**src/shared/vplt_pkg.sv**
```systemverilog
// Package of constants and types for the virtual PHY loopback and turbo control block.
package vplt_pkg;

  // Register byte offsets on the register map and the serial management index.
  localparam logic [8:0] VPLT_P1_OFFSET = 9'h0DC;
  localparam logic [8:0] VPLT_P0_OFFSET = 9'h1DC;
  localparam logic [4:0] VPLT_MGMT_INDEX = 5'h1F;

  // Field positions inside the special control/status word.
  localparam int VPLT_MODE2_BIT    = 15;
  localparam int VPLT_LOOPBACK_BIT = 14;
  localparam int VPLT_TURBO_BIT    = 10;
  localparam int VPLT_MODE_LO_BIT  = 8;

  // Reset values of the writable fields.
  localparam logic VPLT_LOOPBACK_RESET = 1'b0;
  localparam logic VPLT_TURBO_RESET    = 1'b0;

  // Cycles the strap synchroniser needs before its output is valid.
  localparam logic [1:0] VPLT_STRAP_SETTLE = 2'h2;

  // Three-bit port mode encodings.
  localparam logic [2:0] VPLT_MODE_MII_MAC  = 3'h0;
  localparam logic [2:0] VPLT_MODE_MII_PHY  = 3'h1;
  localparam logic [2:0] VPLT_MODE_RMII_MAC = 3'h2;
  localparam logic [2:0] VPLT_MODE_RMII_PHY = 3'h3;
  localparam logic [2:0] VPLT_MODE_INT_PHY  = 3'h4;

  // Data rate the port runs at.
  typedef enum logic [1:0] {
    VPLT_RATE_10  = 2'h0,
    VPLT_RATE_100 = 2'h1,
    VPLT_RATE_200 = 2'h2
  } vplt_rate_t;

  // One nibble-wide media independent transfer.
  typedef struct packed {
    logic       en;
    logic       er;
    logic [3:0] d;
  } vplt_mii_t;

  // Writable control fields of one port.
  typedef struct packed {
    logic loopback;
    logic turbo;
  } vplt_ctrl_t;

  localparam vplt_mii_t VPLT_MII_IDLE = 6'h00;

endpackage : vplt_pkg

```
**src/hdl/vplt_port.sv**
```systemverilog
// Per-port loopback steering and data rate selection.
`timescale 1ns/1ps
`default_nettype none

module vplt_port
(
  // Clock and reset.
  input  wire logic                 mclk_in,
  input  wire logic                 reset_in,
  // Control and mode.
  input  wire vplt_pkg::vplt_ctrl_t ctrl_in,
  input  wire logic [2:0]           mode_in,
  input  wire logic                 isolate_in,
  input  wire logic                 speed_100_in,
  input  wire logic                 ext_fast_in,
  // Data paths.
  input  wire vplt_pkg::vplt_mii_t  fab_tx_in,
  input  wire vplt_pkg::vplt_mii_t  ext_rx_in,
  output var  vplt_pkg::vplt_mii_t  ext_tx_out,
  output var  vplt_pkg::vplt_mii_t  fab_rx_out,
  output var  vplt_pkg::vplt_rate_t rate_out
);

  ////////////////////////////////////////////////////////////////////////////
  // Steering. Isolation only cuts the external side, so the loop still works.
  wire logic                 is_mac;
  wire logic                 is_mii_phy;
  wire vplt_pkg::vplt_mii_t  ext_tx_d;
  wire vplt_pkg::vplt_mii_t  fab_rx_d;
  wire vplt_pkg::vplt_rate_t base_rate;
  wire vplt_pkg::vplt_rate_t rate_d;

  assign ext_tx_d = (ctrl_in.loopback || isolate_in) ? vplt_pkg::VPLT_MII_IDLE
                                                     : fab_tx_in;
  assign fab_rx_d = ctrl_in.loopback ? fab_tx_in
                  : (isolate_in ? vplt_pkg::VPLT_MII_IDLE : ext_rx_in);

  ////////////////////////////////////////////////////////////////////////////
  // Rate. MAC modes follow the attached PHY; turbo only lifts MII PHY mode.
  assign is_mac     = (mode_in == vplt_pkg::VPLT_MODE_MII_MAC) ||
                      (mode_in == vplt_pkg::VPLT_MODE_RMII_MAC);
  assign is_mii_phy = (mode_in == vplt_pkg::VPLT_MODE_MII_PHY);
  assign base_rate  = (is_mac ? ext_fast_in : speed_100_in) ? vplt_pkg::VPLT_RATE_100
                                                            : vplt_pkg::VPLT_RATE_10;
  assign rate_d     = (is_mii_phy && ctrl_in.turbo && base_rate == vplt_pkg::VPLT_RATE_100)
                      ? vplt_pkg::VPLT_RATE_200 : base_rate;

  // Outputs are registered so the fabric sees clean flop-driven signals.
  always_ff @(posedge mclk_in or posedge reset_in)
  begin
    if (reset_in)
    begin
      ext_tx_out <= vplt_pkg::VPLT_MII_IDLE;
      fab_rx_out <= vplt_pkg::VPLT_MII_IDLE;
      rate_out   <= vplt_pkg::VPLT_RATE_10;
    end
    else
    begin
      ext_tx_out <= ext_tx_d;
      fab_rx_out <= fab_rx_d;
      rate_out   <= rate_d;
    end
  end
endmodule : vplt_port

`default_nettype wire

```
**src/hdl/vplt_top.sv**
```systemverilog
// Virtual PHY special control/status logic for the two external switch ports.
//
// Overview of operation
// - Loopback set: fabric transmit frames skip external port, return as fabric receive.
// - Loopback keeps working while the virtual PHY isolate bit is set.
// - Turbo set: speed selection picks 10 or 200 instead of 10 or 100.
// - Turbo changes the rate only in MII PHY mode, nowhere else.
// - RMII stays at 100 or 10; MAC modes follow the external PHY.
// - Read-only mode bit 15 joins bits 9:8 into the three-bit port mode.
`timescale 1ns/1ps
`default_nettype none

module vplt_top
#(
  parameter logic TURBO_RESET = vplt_pkg::VPLT_TURBO_RESET
)
(
  // Clock and reset.
  input  wire logic                       mclk_in,
  input  wire logic                       reset_in,
  // Register map access.
  input  wire logic [8:0]                 reg_addr_in,
  input  wire logic                       reg_wr_in,
  input  wire logic                       reg_rd_in,
  input  wire logic [31:0]                reg_wdata_in,
  output var  logic [31:0]                reg_rdata_out,
  output var  logic                       reg_rvalid_out,
  // Serial management access.
  input  wire logic                       mgmt_port_in,
  input  wire logic [4:0]                 mgmt_index_in,
  input  wire logic                       mgmt_wr_in,
  input  wire logic                       mgmt_rd_in,
  input  wire logic [15:0]                mgmt_wdata_in,
  output var  logic [15:0]                mgmt_rdata_out,
  output var  logic                       mgmt_rvalid_out,
  // Mode straps, sampled from pins.
  input  wire logic [1:0]                 p0_mode_strap_in,
  input  wire logic [2:0]                 p1_mode_strap_in,
  // Per-port status from the virtual PHY, index 0 is port 0.
  input  wire logic [1:0]                 isolate_in,
  input  wire logic [1:0]                 speed_100_in,
  input  wire logic [1:0]                 ext_fast_in,
  // Per-port data paths.
  input  wire vplt_pkg::vplt_mii_t [1:0]  fab_tx_in,
  input  wire vplt_pkg::vplt_mii_t [1:0]  ext_rx_in,
  output var  vplt_pkg::vplt_mii_t [1:0]  ext_tx_out,
  output var  vplt_pkg::vplt_mii_t [1:0]  fab_rx_out,
  output var  vplt_pkg::vplt_rate_t [1:0] rate_out,
  output var  logic [2:0]                 p0_mode_out,
  output var  logic [2:0]                 p1_mode_out
);

  ////////////////////////////////////////////////////////////////////////////
  // Strap synchroniser. Straps come from pins, so two flops precede any use.
  logic [4:0] strap_meta_q;
  logic [4:0] strap_sync_q;
  logic [1:0] strap_cnt_q;
  logic       strap_done_q;
  logic [2:0] mode_q [2];

  always_ff @(posedge mclk_in or posedge reset_in)
  begin
    if (reset_in)
    begin
      strap_meta_q <= 5'h00;
      strap_sync_q <= 5'h00;
    end
    else
    begin
      strap_meta_q <= {p1_mode_strap_in, p0_mode_strap_in};
      strap_sync_q <= strap_meta_q;
    end
  end

  // Mode is caught once the synchroniser has filled after reset release.
  // Port 0 has no internal PHY, so its top mode bit is forced low.
  always_ff @(posedge mclk_in or posedge reset_in)
  begin
    if (reset_in)
    begin
      strap_cnt_q  <= 2'h0;
      strap_done_q <= 1'b0;
      mode_q[0]    <= vplt_pkg::VPLT_MODE_MII_MAC;
      mode_q[1]    <= vplt_pkg::VPLT_MODE_MII_MAC;
    end
    else if (!strap_done_q)
    begin
      if (strap_cnt_q == vplt_pkg::VPLT_STRAP_SETTLE)
      begin
        strap_done_q <= 1'b1;
        mode_q[0]    <= {1'b0, strap_sync_q[1:0]};
        mode_q[1]    <= strap_sync_q[4:2];
      end
      else
      begin
        strap_cnt_q <= strap_cnt_q + 2'h1;
      end
    end
  end

  ////////////////////////////////////////////////////////////////////////////
  // Decode. The register map wins over management when both write at once.
  wire logic [1:0]  reg_sel;
  wire logic        mgmt_hit;
  wire logic [1:0]  wr_hit;
  wire logic [15:0] wdata16;
  wire logic [15:0] status_word [2];

  assign reg_sel[0] = (reg_addr_in == vplt_pkg::VPLT_P0_OFFSET);
  assign reg_sel[1] = (reg_addr_in == vplt_pkg::VPLT_P1_OFFSET);
  assign mgmt_hit   = (mgmt_index_in == vplt_pkg::VPLT_MGMT_INDEX);
  assign wdata16    = reg_wr_in ? reg_wdata_in[15:0] : mgmt_wdata_in;

  ////////////////////////////////////////////////////////////////////////////
  // Control registers and the two port engines.
  vplt_pkg::vplt_ctrl_t ctrl_q [2];

  genvar gi;
  generate
    for (gi = 0; gi < 2; gi++)
    begin : g_port
      assign wr_hit[gi] = (reg_wr_in && reg_sel[gi]) ||
                          (!reg_wr_in && mgmt_wr_in && mgmt_hit &&
                           (mgmt_port_in == 1'(gi)));

      // Only loopback and turbo are writable; the mode bits ignore writes.
      assign status_word[gi] = {mode_q[gi][2], ctrl_q[gi].loopback, 3'h0,
                                ctrl_q[gi].turbo, mode_q[gi][1:0], 8'h00};

      always_ff @(posedge mclk_in or posedge reset_in)
      begin
        if (reset_in)
        begin
          ctrl_q[gi].loopback <= vplt_pkg::VPLT_LOOPBACK_RESET;
          ctrl_q[gi].turbo    <= TURBO_RESET;
        end
        else if (wr_hit[gi])
        begin
          ctrl_q[gi].loopback <= wdata16[vplt_pkg::VPLT_LOOPBACK_BIT];
          ctrl_q[gi].turbo    <= wdata16[vplt_pkg::VPLT_TURBO_BIT];
        end
      end

      vplt_port u_port
      (
        .mclk_in      (mclk_in),
        .reset_in     (reset_in),
        .ctrl_in      (ctrl_q[gi]),
        .mode_in      (mode_q[gi]),
        .isolate_in   (isolate_in[gi]),
        .speed_100_in (speed_100_in[gi]),
        .ext_fast_in  (ext_fast_in[gi]),
        .fab_tx_in    (fab_tx_in[gi]),
        .ext_rx_in    (ext_rx_in[gi]),
        .ext_tx_out   (ext_tx_out[gi]),
        .fab_rx_out   (fab_rx_out[gi]),
        .rate_out     (rate_out[gi])
      );
    end
  endgenerate

  ////////////////////////////////////////////////////////////////////////////
  // Read answers, one cycle after the request. Unmapped addresses read zero.
  wire logic [31:0] reg_rdata_d;
  wire logic [15:0] mgmt_rdata_d;

  assign reg_rdata_d  = reg_sel[0] ? {16'h0000, status_word[0]}
                      : (reg_sel[1] ? {16'h0000, status_word[1]} : 32'h0000_0000);
  assign mgmt_rdata_d = !mgmt_hit ? 16'h0000
                      : (mgmt_port_in ? status_word[1] : status_word[0]);

  always_ff @(posedge mclk_in or posedge reset_in)
  begin
    if (reset_in)
    begin
      reg_rdata_out   <= 32'h0000_0000;
      reg_rvalid_out  <= 1'b0;
      mgmt_rdata_out  <= 16'h0000;
      mgmt_rvalid_out <= 1'b0;
    end
    else
    begin
      reg_rvalid_out  <= reg_rd_in;
      mgmt_rvalid_out <= mgmt_rd_in;
      if (reg_rd_in)
      begin
        reg_rdata_out <= reg_rdata_d;
      end
      if (mgmt_rd_in)
      begin
        mgmt_rdata_out <= mgmt_rdata_d;
      end
    end
  end

  // Mode is also shown on pins so the port muxing can follow it.
  always_ff @(posedge mclk_in or posedge reset_in)
  begin
    if (reset_in)
    begin
      p0_mode_out <= vplt_pkg::VPLT_MODE_MII_MAC;
      p1_mode_out <= vplt_pkg::VPLT_MODE_MII_MAC;
    end
    else
    begin
      p0_mode_out <= mode_q[0];
      p1_mode_out <= mode_q[1];
    end
  end
endmodule : vplt_top

`default_nettype wire

```
**config.mk**
```make
export PLATFORM = sky130hd
export DESIGN_NAME = vplt_top
export DESIGN_NICKNAME = d
export VERILOG_FILES = /design/src/shared/vplt_pkg.sv /design/src/hdl/vplt_port.sv /design/src/hdl/vplt_top.sv
export SDC_FILE = /design/constraint.sdc
export NUM_CORES = 1
export LEC_CHECK = 0
export ABC_CLOCK_PERIOD_IN_PS = 4500
export BUFFER_PORTS_ARGS = -buffer_cell sky130_fd_sc_hd__buf_2
export CORE_AREA = 8 8 92 94
export DETAILED_ROUTE_END_ITERATION = 6
export DIE_AREA = 0 0 100 102
export GPL_TIMING_DRIVEN = 0
export HOLD_SLACK_MARGIN = 0.12
export PLACE_DENSITY = 0.86
export SLEW_MARGIN = 20
export SYNTH_ARGS = -nofsm -noshare
export SYNTH_HDL_FRONTEND = slang
export SYNTH_SLANG_ARGS = --single-unit
```
**constraint.sdc**
```tcl
create_clock -name mclk_in -period 4.5 [get_ports mclk_in]
set_clock_uncertainty 0.2 [all_clocks]
set_input_delay 0.9 -clock mclk_in [delete_from_list [all_inputs] [get_ports mclk_in]]
set_output_delay 0.9 -clock mclk_in [all_outputs]
set_load 0.05 [all_outputs]
```
=== Word-level counts from Yosys, hierarchy flattened ===
Cells that the tools add are included.

* Add/subtract/negate cells: 1
* Equality and inequality tests: 10
* Muxes and demuxes: 19
* Bitwise logic cells: 3
* Reduce and logical (&&, ||, !) cells: 21

{| class="wikitable"
|+ Operator list
! kind !! number
|-
| $mux W16 || 4
|-
| $mux W6 || 6
|-
| $mux W15 || 1
|-
| $logic_and A1 B1 Y1 || 10
|-
| $eq A9 B8 Y1 const B || 1
|-
| $eq A9 B9 Y1 const B || 1
|-
| $eq A2 B1 Y1 const B || 3
|-
| $logic_not A3 Y1 || 2
|-
| $logic_or A1 B1 Y1 || 6
|-
| $mux W1 || 6
|-
| $eq A5 B5 Y1 const B || 1
|-
| $eq A2 B2 Y1 const B || 2
|-
| $mux W2 || 2
|-
| $reduce_and A2 Y1 || 2
|-
| $eq A3 B1 Y1 const B || 1
|-
| $eq A3 B2 Y1 const B || 1
|-
| $not A1 Y1 || 3
|-
| $add A2 B1 Y2 const B || 1
|-
| $logic_not A1 Y1 || 1
|}

* Register bits after elaboration: 105
* Bits of input ports: 104
* Output and inout bits: 84
* Word-level logic and storage cells: 84

=== Depth between registers and ports, before layout ===
Gate-level depths: netlist of run 1.

* Word-level depth: 7
* Mapped depth: 5
* Gate-level depth less buffers: 5

=== Modules after synthesis ===
From an unflattened synthesis of run 1, not the netlist that was laid out.

* Cell total of the unflattened synthesis: 223
* Area total of the unflattened synthesis: 2830.2 µm²

{| class="wikitable"
|+ By module, submodules not included
! module !! instances !! cells an instance !! area an instance (µm²) !! sequential area each (µm²)
|-
| vplt_top || 1 || 147 || 1799.2 || 975.9
|-
| vplt_port || 2 || 38 || 515.5 || 350.3
|}

=== Least setup slack after synthesis of run 1 ===
Ideal clock, no wire load.

* Path type: input-to-reg
* From: input port reg_addr_in[5]
* To: register ctrl_q[0] (netlist bit)
* Library setup time: 127 ps
* Arrival: 1959 ps
* Data required time: 4173 ps
* Setup slack: 2213 ps
* Stages: 4
* Path buffers: 0
* Path through: nand4b_4 > nor4_4 > a32o_2 > mux2_1

* Word-level cells in the longest chain between the ends: 3

{| class="wikitable"
|+ Ends and longest elaborated chain
! item !! line !! RTL
|-
| start, declared || vplt_top.sv:22 || <nowiki>input wire logic [8:0] reg_addr_in,</nowiki>
|-
| $eq A9 B8 Y1 || vplt_top.sv:110 || <nowiki>assign reg_sel[1] = (reg_addr_in == vplt_pkg::VPLT_P1_OFFSET);</nowiki>
|-
| $logic_and A1 B1 Y1 || vplt_top.sv:122 || <nowiki>assign wr_hit[gi] = (reg_wr_in && reg_sel[gi]) ||</nowiki>
|-
| $logic_or A1 B1 Y1 || vplt_top.sv:122 ||
|-
| end, declared || vplt_top.sv:116 || <nowiki>vplt_pkg::vplt_ctrl_t ctrl_q [2];</nowiki>
|}

No other way between the ends.
A chain may end at the register's enable or synchronous reset.

=== Worst setup path in the final report of run 1 ===
* From: input port reg_addr_in[5]
* To: register ctrl_q[1] (netlist bit)

Same word-level chain as after synthesis.

==> reports/summary.md, run 1 <==
Global routing used 6.47% of the available met3 tracks. The average via count per standard cell came out at 4.22. The run finished with clean final reports. Data on the critical path arrives at its endpoint at 2.18 ns. The run gives 0 as the total count of hold-check failures in the final report.

For the net switching component of the power, the log shows 0.000455 W. The critical path is of the input port to register type. The run gives 42 as the initial DRC count.

Hold is met by 0.150 ns. In this run the tool buffered the top-level ports with 103 buffer cells. The routed design could run at a clock period as short as 2.17 ns. The H-tree generated during clock tree synthesis spans 3 levels.

The cell sitting at the root of the clock tree is a clkbuf_8. IR analysis of the VDD net gives a maximum drop of 0.131 mV. After synthesis, the mean cell area works out to 12.7 sq um.

The floorplan has 31 rows. The run gives 13.3% as the global router's overall resource usage. The path class of the tightest hold or removal check is register to register. In this run the worst path has a maximum fanout of 7.

Setup repair after global routing left no endpoint under its margin. In this run, the clock network consumes 33.5% of the power. In this run, CTS created clock tree buffers numbering 9. The biggest area contributor in the post-synthesis netlist is dfrtp_1. The number of hold buffers added after CTS was 0. The worst setup path is launched from an input port. For the maximum clock path buffer count, the log shows 2.

Global routing finished with a remaining overflow of 0. In this run the count of I/O pins placed on the die edge is 188. Sequential cells account for 45.2% of the total power. The source-to-sink clock delay at the later pin of the worst-skew pair was 0.33 ns. Synthesis instantiated 31 different standard cells from the library. Measured in cells, the most critical reg-to-reg path has a length of 4.

By count the netlist is led by 67 x dfrtp_1, 39 x buf_4, 15 x inv_1. The core region is 7060 sq um. The number of resized instances in the post-cts repair step came out at 0. Measured along the y axis, the die boundary spans 102 microns.

At the end of routability-driven placement, the weighted congestion stood at 0.804. Yosys attributes the largest share of cell area to dfrtp_1 61%, buf_4 11%, mux2_2 4.5%. Combinational cells account for 21.3% of the total power. The met2 track demand over resource in global routing is 21.7%, and the met1 global-route usage is 13.5%.

Dividing the detail-routed wire length by the instance count gives 14.1 microns. The detailed placement HPWL was 5390 microns; the largest net degree at the start of global routing was 56. The logs give 217 for the instance count of the mapped netlist and 61.0% for the portion of the post-synthesis area used by sequential elements. The first-pass GRT wire length was 10300 microns; the number of cells traversed by the worst hold path was 0.

0 antenna diodes ended up in the layout. The number of flops mapped to enable cells by yosys was 0. In this run the most used layer during global routing was met2.

Synthesis inferred 67 register bits. The logs give 4 for the detailed-router iteration count before antenna repair and 10200 sq um for the area of the die. The floorplan step set the die width to 100 microns. The synthesized netlist occupies a cell area of 2750 sq um. Data on the critical path is required at its endpoint by 4.52 ns. For the vias after detailed routing, the log shows 1998.

The final-report max-slew violation count was 0; the buffers inserted during post-CTS setup optimization was 0. Setup violations remaining at the end of the flow were counted as 0. Clock-pin slew was measured on the worst setup and hold paths at 0.07 ns. By instance count, the leading cell after synthesis is dfrtp_1. The area growth from synthesis to layout was 36.6%; the wire length reported by the detailed router was 6690 microns. The clock net sink count is 67.

For this run, design rule violations remaining after detail routing come to 0. Of all flip-flops after synthesis, the portion carrying an async set or reset was 100%. The net switching fraction of the power works out to 31.7%. The run gives 475 as the final net count. In the final layout, the share of cells above drive strength 1 is 46.4%. TritonCTS built the clock tree.

The effective utilization at floorplan came out at 39.0%. The max-cap violation count is 0. Based on the critical path, the design can be clocked at up to 462 MHz.

For the leakage component of the power, the log shows 2.05 nW. The initial antenna violation count came out at 0. The count of synthesis-stage warnings from yosys was 0.

For this design the ratio of total power to cell area is 381 nW/um^2. The leading register cell type out of synthesis was dfrtp_1. The tools report the nature of the critical path endpoint as a register. The tools report the internal portion of total power as 0.000977 W. Of the available clock period, the critical path in the final layout requires 48.1%. The number of global-route vias before repair is 2185, and the area share of the largest cell type after synthesis is 61.0%. The final setup TNS is 0 ns, and the number of nets still failing antenna checks after routing is 0.
-- metrics by stage --
| stage | util [%] | instances | cell area (sq um) | power (W) | setup slack, ns |
|---|---|---|---|---|---|
| after floorplan | - | 255 | 2890 | 0.000889 | 1.72 |
| after global placement | 50.0 | 457 | 3530 | 0.000955 | 1.08 |
| after detailed placement | 50.5 | 458 | 3560 | 0.000963 | 1.99 |
| after CTS | 53.2 | 474 | 3760 | 0.00145 | 2.34 |
| after global routing | 53.2 | 474 | 3760 | 0.00149 | 2.26 |
| final | 53.2 | 474 | 3760 | 0.00143 | 2.33 |
-- cells in the final DEF, fill, tap and decap left out, types with 3 or more instances in the layout --
cell	synthesis	routed
buf_2	0	103
dfrtp_1	67	67
buf_4	39	39
conb_1	1	39
inv_1	15	14
and2_1	12	12
mux2_2	11	11
a22o_1	11	11
clkbuf_8	0	9
clkbuf_1	6	7
nand2_1	6	6
o22ai_1	6	6
nand3_1	5	5
nor2_1	5	5
o21ai_0	5	5
mux2_1	4	4
mux2i_1	4	4
nor2b_1	3	3
nand2b_1	3	3
clkinvlp_4	0	3
-- registers in the layout, indices dropped and copies added, names as in the netlist, 3 cells and up --
name                      cells
g_port.u_port.fab_rx_out     12
g_port.u_port.rate_out        4
ctrl_q                        4
strap_meta_q                  5
strap_sync_q                  5
p1_mode_out                   3
mgmt_rdata_out                5
mode_q                        5
g_port.u_port.ext_tx_out     12
reg_rdata_out                 5
-- critical path, cell delays in order --
cell and delay [ns]:
buf_2 0.09, nand4b_4 0.16, nor4_4 0.42, a32o_2 0.28, mux2_1 0.33
-- cells by family after synthesis --
group           after synthesis  share of synthesized area, %
mux                          19                          7.60
other cells                   1                         0.136
simple gates                 40                          9.24
xor+xnor                      1                         0.319
compound gates               28                          7.78
fa+ha+maj                     1                         0.455
buf+inv                      60                          13.5
flops                        67                          61.0
-- metal layers --
metal	up-vias	share of wire (%)
met5	-	0
met4	0	2.5
met3	15	12
met2	121	46
met1	907	39
li1	955	-
-- area by class of cell --
class | count | area (sq um)
inverter | 15 | 58.8
multi-input combinational | 128 | 845
clock buffer | 10 | 128
tap | 99 | 124
sequential | 67 | 1680
timing repair buffer | 104 | 543
buffer | 45 | 315
fill | 614 | 3300
clock inverter | 6 | 66.3
-- power by group through the flow --
stage	logic (W)	registers (W)	clock network (W)
detailed placement	0.000305	0.000659	0
CTS	0.000305	0.000647	0.000498
floorplan	0.000152	0.000737	0
global placement	0.000297	0.000658	0
global route	0.000324	0.000651	0.000519
finish	0.000305	0.000647	0.000480
-- worst paths after layout --
check | start | endpoint | slack [ns]
setup reg to reg | strap_cnt_q[0] | mode_q[0] | 2.83
hold reg to reg | strap_meta_q[3] | strap_sync_q[3] | 0.15
hold / removal | strap_meta_q[3] | strap_sync_q[3] | 0.15
setup / recovery | reg_addr_in[5] | ctrl_q[1] | 2.33
min in group asynchronous | reset_in | g_port[0].u_port.ext_tx_out[3] | 0.27
max in group asynchronous | reset_in | mode_q[3] | 3.31
Power figures use the tool's default switching activity.
==> run 2, diff against run 1 <==
- ABC_AREA: unset -> 1
- ABC_CLOCK_PERIOD_IN_PS: 4500 -> 1950
- CORE_AREA: 8 8 92 94 -> 8 8 97 99
- DIE_AREA: 0 0 100 102 -> 0 0 105 107
- PLACE_DENSITY: 0.86 -> 0.84
- clock period: 4.5 -> 1.95 ns (I/O delays scaled with it)
==> run 2 against run 1 <==
  * Critical path type is now register to register
  * Critical endpoint is now g_port[1].u_port.fab_rx_out[4]
  * Global-route usage is 0.53 points higher
  * Combinational power grew to 2.6 times the previous value
  * Clock-buffer cell count down 1
==> reports/summary.md, run 2 <==
For the sum of met3 wire segment lengths after detailed routing, the log shows 732 microns (-8.8%). The worst path uses 93.7% of the clock period. For the DRC violation count after routing, the log shows 0 (unchanged).

The final setup TNS is 0 ns (unchanged), and the number of fill cells in the layout is 692 (+13%). The net switching fraction of the power was 31.5% (-0.23 points); the max-cap violation count was 0 (unchanged). The flip-flop and latch count after synthesis is 67 (unchanged), and the final-report max-slew violation count is 0 (unchanged).

In this run the critical register-to-register path is captured at g_port[1].u_port.fab_rx_out[4]. The startpoint identified for the worst hold timing path is strap_meta_q[2]. The source-to-sink clock delay at the later pin of the worst-skew pair was 0.34 ns (about the same); the setup slack of the most critical reg-to-reg path was 0.12 ns (-2.71 ns). The count of synthesis-stage warnings from yosys came out at 0 (unchanged).

TritonCTS built the clock tree. The top fanout value on the critical path is 10 (+3), and the largest net degree at the start of global routing is 38 (-32%). The area growth from synthesis to layout was 50.2%. For the sequential cell fraction of total power, the log shows 42.0% (-3.2 points).

The run finished with clean final reports. Clock tree synthesis selected as its root buffer the cell clkbuf_8. The effective utilization at floorplan was 36.8% (-2.2 points). The number of cells traversed by the worst hold path came out at 0 (unchanged). The data required time of the critical path was 2.02 ns (-2.50 ns); the overall die height was 107 microns (+4.9%).

For the total inserted antenna cells, the log shows 0 (unchanged). Final net count: 586 (+23%). The per-cell routed wire length is 13.1 microns (-7.0%), and the count of boundary I/O pins is 188 (unchanged). The TritonCTS buffer count is 9 (unchanged), and the met2 wirelength from detailed routing is 3970 microns (+28%). In the post-synthesis netlist, the cell with the most instances is dfrtp_1. The initial antenna violation count is 0 (unchanged), and the number of nets still failing antenna checks after routing is 0 (unchanged). The run gives 3 (unchanged) as the maximum level of the CTS H-tree. The post-synthesis async set-or-reset flop share is 100% (unchanged), and the area share of the largest cell type after synthesis is 57.5% (-3.5 points). The wire length reported by the detailed router was 7760 microns (+16%). For the first-pass GRT wire length, the log shows 12300 microns (+20%).

The depth of the worst register-to-register path was 4 (unchanged). The logs give 0 (unchanged) for the sum of overflow across all layers after global routing and 0.00245 W (+150%) for the internal portion of total power. The number of global-route vias before repair is 2718 (+24%), and the global router's overall resource usage is 13.9% (+0.53 points). The average via count per standard cell came out at 4.14 (-1.9%). In the synthesized netlist the dominant register cell turns out to be dfrtp_1. The worst-margin pin slew is 0.688 ns.

For the area of the die, the log shows 11200 sq um (+10%). Setup repair after global routing left no endpoint under its margin. The cell area after synthesis was 2920 sq um (+6.0%). In the final layout, the registers with the most flip-flops are g_port.u_port.ext_tx_out x12, g_port.u_port.fab_rx_out x12. The clock net sink count was 67 (unchanged). The final critical delay including setup and external delays was 1.83 ns; the total chip power was 0.00358 W (+150%). The tools report the number of different library cells in the post-synthesis netlist as 32 (+3.2%).

In the layout the commonest cells are 105 x buf_2, 67 x dfrtp_1, 44 x inv_1, 42 x dlygate4sd3_1, 40 x buf_4. The row count is 33 (+6.5%), and the detailed placement HPWL is 5820 microns (+8.0%). Initial DRC count: 76 (+81%). The tools report the startpoint of the most critical register-to-register path as ctrl_q[1]. The total count of hold-check failures in the final report came out at 0 (unchanged).

The run gives 4 (unchanged) as the detailed-router iteration count before antenna repair. The mean instance size in the synthesized netlist came out at 10.2 sq um (-19%). After synthesis, the most frequently instantiated cells are 67 x dfrtp_1, 45 x inv_1, 40 x buf_4.

The buffers inserted during post-CTS setup optimization came out at 0 (unchanged). Top routing layer in use: met4. The area inside the core boundary is 7930 sq um (+12%), and the fraction of final layout cells sized beyond drive strength 1 is 38.9% (-7.5 points). The instance count of the mapped netlist came out at 285 (+31%). The min-delay analysis places its worst path in the category register to register.

The combinational group share of total power is 22.4% (+1.1 points). The fraction of power consumed by the clock network was 35.6% (+2.1 points). For the setup-violating endpoint count in the final report, the log shows 0 (unchanged). The net switching component of the power was 0.00113 W (+150%); the vias after detailed routing was 2445 (+22%). dfrtp_1 takes more of the synthesized area than any other cell.

For the maximum clock path buffer count, the log shows 2 (unchanged). The worst setup path is captured at a register. Based on the critical path, the design can be clocked at up to 547 MHz. The die outline width is 105 microns (+5.0%).

The critical path data arrival time was 1.90 ns (-0.28 ns). The worst setup path is launched from a register. The portion of the post-synthesis area used by sequential elements was 57.5% (-3.5 points).

The clock-pin slew on the worst setup and hold paths works out to 0.07 ns (about the same). By area the synthesized netlist is led by dfrtp_1 58%, buf_4 10%, inv_1 5.8%. The number of flops mapped to enable cells by yosys came out at 0 (unchanged).

The power density over cell area was 817 nW/um^2 (+110%); the leakage component of the power was 2.47 nW (+20%). The logs give 2900 microns (+10%) for the length of routed wiring on met1 and 0.805 (+0.20%) for the routability congestion estimate from global placement. Leading cell type in the layout, fill and taps excluded: buf_2. End of the worst hold path: strap_sync_q[2].

The worst ir drop on vdd is 0.415 mV (+220%), and the number of port buffers is 104 (+0.97%). Measured against its own limit, the worst slew margin works out to 54.1%. The critical path in this run is classified as register to register.
-- run 2: changes by cell type in the layout (fill, tap and decap cells not counted), moves of 5 or more --
| cell | change |
|---|---|
| nor2_1 | +16 |
| o22ai_2 | +8 |
| a22o_1 | -11 |
| mux2_2 | -9 |
| dlygate4sd3_1 | +42 |
| and2_1 | -12 |
| inv_1 | +30 |
| clkbuf_1 | -6 |
| nand2_1 | +31 |
| nand4_1 | +12 |
| inv_2 | +5 |
-- run 2: worst max path at each step --
stage                   start                             end  slack (ns)  cells after the start
5_1_grt             ctrl_q[1]  g_port[1].u_port.fab_rx_out[2]        0.04                      4
4_1_cts             ctrl_q[1]  g_port[1].u_port.fab_rx_out[4]        0.12                      4
2_1_floorplan  strap_cnt_q[0]                       mode_q[0]        0.59                      4
3_3_place_gp         reset_in               reg_rdata_out[14]        0.19                      2
3_5_place_dp   reg_addr_in[1]                       ctrl_q[1]        0.47                      8
6_report            ctrl_q[1]  g_port[1].u_port.fab_rx_out[4]        0.12                      4
-- run 2: area by class of cell --
| cell class | instances | area [sq um] | area share [%] |
|---|---|---|---|
| sequential | 67 | 1680 | 38.3 |
| timing repair buffer | 147 | 961 | 21.9 |
| multi-input combinational | 161 | 858 | 19.6 |
| buffer | 44 | 332 | 7.57 |
| inverter | 51 | 195 | 4.46 |
| tap | 105 | 131 | 3.00 |
| clock buffer | 9 | 124 | 2.83 |
| clock inverter | 7 | 100 | 2.29 |
-- run 2: worst max-delay path: stages (launching register included) --
cell and delay (ns):
dfrtp_1 0.42, or2_1 0.27, buf_2 0.20, o22ai_2 0.10, dlygate4sd3_1 0.57
-- run 2: kinds of logic (layout without fill, tap and decap cells) --
logic type / after synthesis / in the layout / synth area share, %
buffers and inverters: 95 / 258 / 17.9
and+or+nand+nor: 87 / 87 / 14.4
DFF: 67 / 67 / 57.5
AOI/OAI and AO/OA: 29 / 29 / 7.81
muxes: 4 / 4 / 1.50
adders and majority gates: 1 / 1 / 0.429
other: 1 / 39 / 0.129
xor gates and xnor gates: 1 / 1 / 0.300
-- run 2: per-stage QoR --
stage | area [sq um] | instances | setup WS [ns] | hold WS [ns] | utilization [%]
2_1_floorplan | 3060 | 323 | 0.590 | 0.131 | -
3_3_place_gp | 3710 | 532 | 0.191 | 0.135 | 46.8
3_5_place_dp | 3730 | 533 | 0.469 | 0.135 | 47.1
4_1_cts | 4380 | 591 | 0.117 | 0.151 | 55.2
5_1_grt | 4380 | 591 | 0.0351 | 0.157 | 55.2
6_report | 4380 | 591 | 0.122 | 0.149 | 55.2
-- run 2: metal layers --
layer | global-route usage (%) | vias to the layer above
met2 | 24.1 | 100
met5 | 0 | -
met3 | 6.12 | 9
met1 | 13.6 | 1121
li1 | - | 1215
met4 | 7.95 | 0
-- run 2: power groups by stage --
| stage | combinational [W] | clock (W) | sequential (W) |
|---|---|---|---|
| 2_1_floorplan | 0.000374 | 0 | 0.00170 |
| 3_3_place_gp | 0.000707 | 0 | 0.00152 |
| 3_5_place_dp | 0.000723 | 0 | 0.00153 |
| 4_1_cts | 0.000800 | 0.00132 | 0.00150 |
| 5_1_grt | 0.000857 | 0.00139 | 0.00151 |
| 6_report | 0.000803 | 0.00127 | 0.00150 |
-- run 2: what timing repair did --
| item | in CTS | in global routing |
|---|---|---|
| gates resized for setup | 0 | 0 |
| hold buffers | 42 | 0 |
| hold endpoints to repair | 68 | 0 |
==> run 3, diff against run 2 <==
- ABC_AREA: 1 -> 0
- ABC_CLOCK_PERIOD_IN_PS: 1950 -> unset
- CORE_AREA: 8 8 97 99 -> 8 8 96 98
- DIE_AREA: 0 0 105 107 -> 0 0 104 106
- PLACE_DENSITY: 0.84 -> 0.83
==> run 3 against run 2 <==
  * Clock power is 12% lower
  * Setup slack worse by 0.011 ns
  * Sequential cell count stayed put
  * Register-to-register slack about the same
  * Global-route usage grew 0.45 points
  * Fmax shrank 0.58%
  * Routed wire length grew 0.53%
  * Combinational power shrank 1%
  * Largest cell class unchanged
  * First-iteration DRC count is 24% lower
  * Core utilization down 1.9 points
  * Non-clock buffer count is 1 lower
  * Clock-buffer cell count up 2
==> reports/summary.md, run 3 (synthesis gave the netlist of run 1 again) <==
The run gives 11000 sq um (-1.9%) as the area of the die. Sum of overflow across all layers after global routing: 0 (unchanged). The source-to-sink clock delay at the later pin of the worst-skew pair was 0.33 ns (about the same); the fmax was 544 MHz (-0.58%). The depth of the worst register-to-register path was 4 (unchanged). The overall die height was 106 microns (-0.93%). For the post-route standard cell area excluding fillers, the log shows 4190 sq um (-4.4%). The detailed-router iteration count before antenna repair is 4 (unchanged). Final critical-path setup slack: 0.111 ns (-0.0107 ns). The flow ran to the end, and the final reports show no timing, DRC or antenna violations. The final clock period utilization by the worst path is 94.3% (+0.55 points), and the row count is 33 (unchanged). The final net count is 516 (-12%).

The largest net degree at the start of global routing was 32 (-16%). The worst hold path belongs to the class register to register. The number of nets still failing antenna checks after routing came out at 0 (unchanged). The tools report the end of the worst hold path as strap_sync_q[2]. The power density over cell area was 815 nW/um^2 (-0.30%); the detailed placement HPWL was 5660 microns (-2.8%). The wire length reported by the detailed router is 7800 microns (+0.53%). Max-cap violation count: 0 (unchanged). TritonCTS buffer count: 9 (unchanged). The largest registers in the layout are g_port.u_port.ext_tx_out x12, g_port.u_port.fab_rx_out x12. The tools report the first-pass GRT wire length as 12600 microns (+2.6%). Top fanout value on the critical path: 10 (unchanged). The data required time of the critical path came out at 2.01 ns (about the same). The worst ir drop on vdd is 0.342 mV (-18%). The logs give 188 (unchanged) for the count of boundary I/O pins and 58 (-24%) for the initial DRC count. The start point of the worst min-delay path was strap_meta_q[2]. The logs give 0.151 ns (+0.00199 ns) for the tightest hold margin and 2.24 nW (-9.2%) for the leakage component of the power.

The tools report the vias after detailed routing as 2191 (-10%). The logs give 3590 sq um (-3.8%) for the placement-stage cell area and 2379 (-12%) for the number of global-route vias before repair. The run gives 35.1% (-1.7 points) as the effective utilization at floorplan. The logs give 1.90 ns (about the same) for the critical path data arrival time and 3 (unchanged) for the maximum level of the CTS H-tree. The initial antenna violation count was 0 (unchanged). The setup slack of the most critical reg-to-reg path was 0.11 ns (about the same). The total inserted antenna cells is 0 (unchanged).

For the area inside the core boundary, the log shows 7850 sq um (-1.0%). The logs give 67 (unchanged) for the clock net sink count and 0.780 (-3.1%) for the routability congestion estimate from global placement. STA classifies the critical path endpoint as a register. The tools report the startpoint of the most critical register-to-register path as ctrl_q[1]. Setup repair after global routing left no endpoint under its margin. The worst setup path is launched from a register. The global router's overall resource usage was 14.3% (+0.45 points). The average via count per standard cell is 4.21 (+1.7%), and the final setup TNS is 0 ns (unchanged). The number of fill cells in the layout is 666 (-3.8%), and the fraction of final layout cells sized beyond drive strength 1 is 42.1% (+3.2 points). Leaving out fill and tap cells, the most frequent cell in the layout is buf_2. The clock-pin slew on the worst setup and hold paths was 0.07 ns (about the same); the setup slack at placement was -0.0684 ns (-0.538 ns). The tools report the total count of hold-check failures in the final report as 0 (unchanged). TritonCTS built the clock tree. Buffer type at the clock tree root: clkbuf_8. The tools report the final-report max-slew violation count as 0 (unchanged). The final critical delay including setup and external delays works out to 1.84 ns (+0.0107 ns). The endpoint identified for the worst register-to-register timing path is g_port[1].u_port.fab_rx_out[0]. The tools report the total chip power as 0.00341 W (-4.7%). The per-cell routed wire length came out at 15.0 microns (+14%). The critical path is of the register to register type. The top cell types in the final layout, fill and taps aside, are 103 x buf_2, 67 x dfrtp_1, 40 x dlygate4sd3_1, 39 x buf_4, 39 x conb_1. The die outline width came out at 104 microns (-0.95%).

The number of cells traversed by the worst hold path is 0 (unchanged). The tools report the setup-violating endpoint count in the final report as 0 (unchanged). The tools report the DRC violation count after routing as 0 (unchanged). The number of port buffers works out to 103 (-0.96%).

The area growth from synthesis to layout works out to 52.2%. The maximum clock path buffer count was 2 (unchanged).
-- run 3: power by group --
part / switching (W) / total, W / internal, W
Combinational: 0.000526 / 0.000791 / 0.000265
Clock: 0.000501 / 0.00112 / 0.000619
Sequential: 0.0000339 / 0.00150 / 0.00146
-- run 3: layer usage --
metal / global-route usage, % / vias up / part of all wire (%)
met5: 0 / - / 0
met4: 4.65 / 0 / 0.68
met3: 6.05 / 6 / 10
met2: 24.3 / 139 / 48
met1: 16.0 / 1011 / 41
li1: - / 1035 / -
-- run 3: critical path, cell delays in order (launching register included) --
cell and delay (ns):
dfrtp_1 0.38, nor2_1 0.14, clkbuf_1 0.30, a22o_1 0.19, dlygate4sd3_1 0.56
-- run 3: metrics by stage --
| step | cells | utilization (%) |
|---|---|---|
| 2_1_floorplan | 255 | - |
| 3_3_place_gp | 463 | 45.2 |
| 3_5_place_dp | 465 | 45.8 |
| 4_1_cts | 520 | 53.2 |
| 5_1_grt | 521 | 53.3 |
| 6_report | 521 | 53.3 |
-- run 3: final cells by class --
class,instances,area (sq um),area share (%)
inverter,15,60.1,1.43
buffer,45,315,7.53
sequential,67,1680,40.1
timing repair buffer,145,963,23.0
clock buffer,11,141,3.38
tap,105,131,3.14
clock inverter,5,52.6,1.26
multi-input combinational,128,845,20.2
-- run 3: worst max path at each step --
stage | start | endpoint | slack, ns | cells after the start
final | ctrl_q[1] | g_port[1].u_port.fab_rx_out[0] | 0.11 | 4
after global routing | ctrl_q[3] | g_port[0].u_port.fab_rx_out[0] | 0.04 | 4
after CTS | fab_tx_in[9] | g_port[1].u_port.fab_rx_out[3] | 0.16 | 4
after detailed placement | reg_addr_in[5] | ctrl_q[1] | -0.07 | 5
after global placement | reg_addr_in[5] | ctrl_q[1] | -0.07 | 5
after floorplan | reg_addr_in[5] | ctrl_q[0] | 0.17 | 4
-- run 3: repair_timing --
action,CTS,global route
setup buffers,0,0
hold buffers,39,1
endpoints found under the hold margin,47,1
resized for setup,0,0
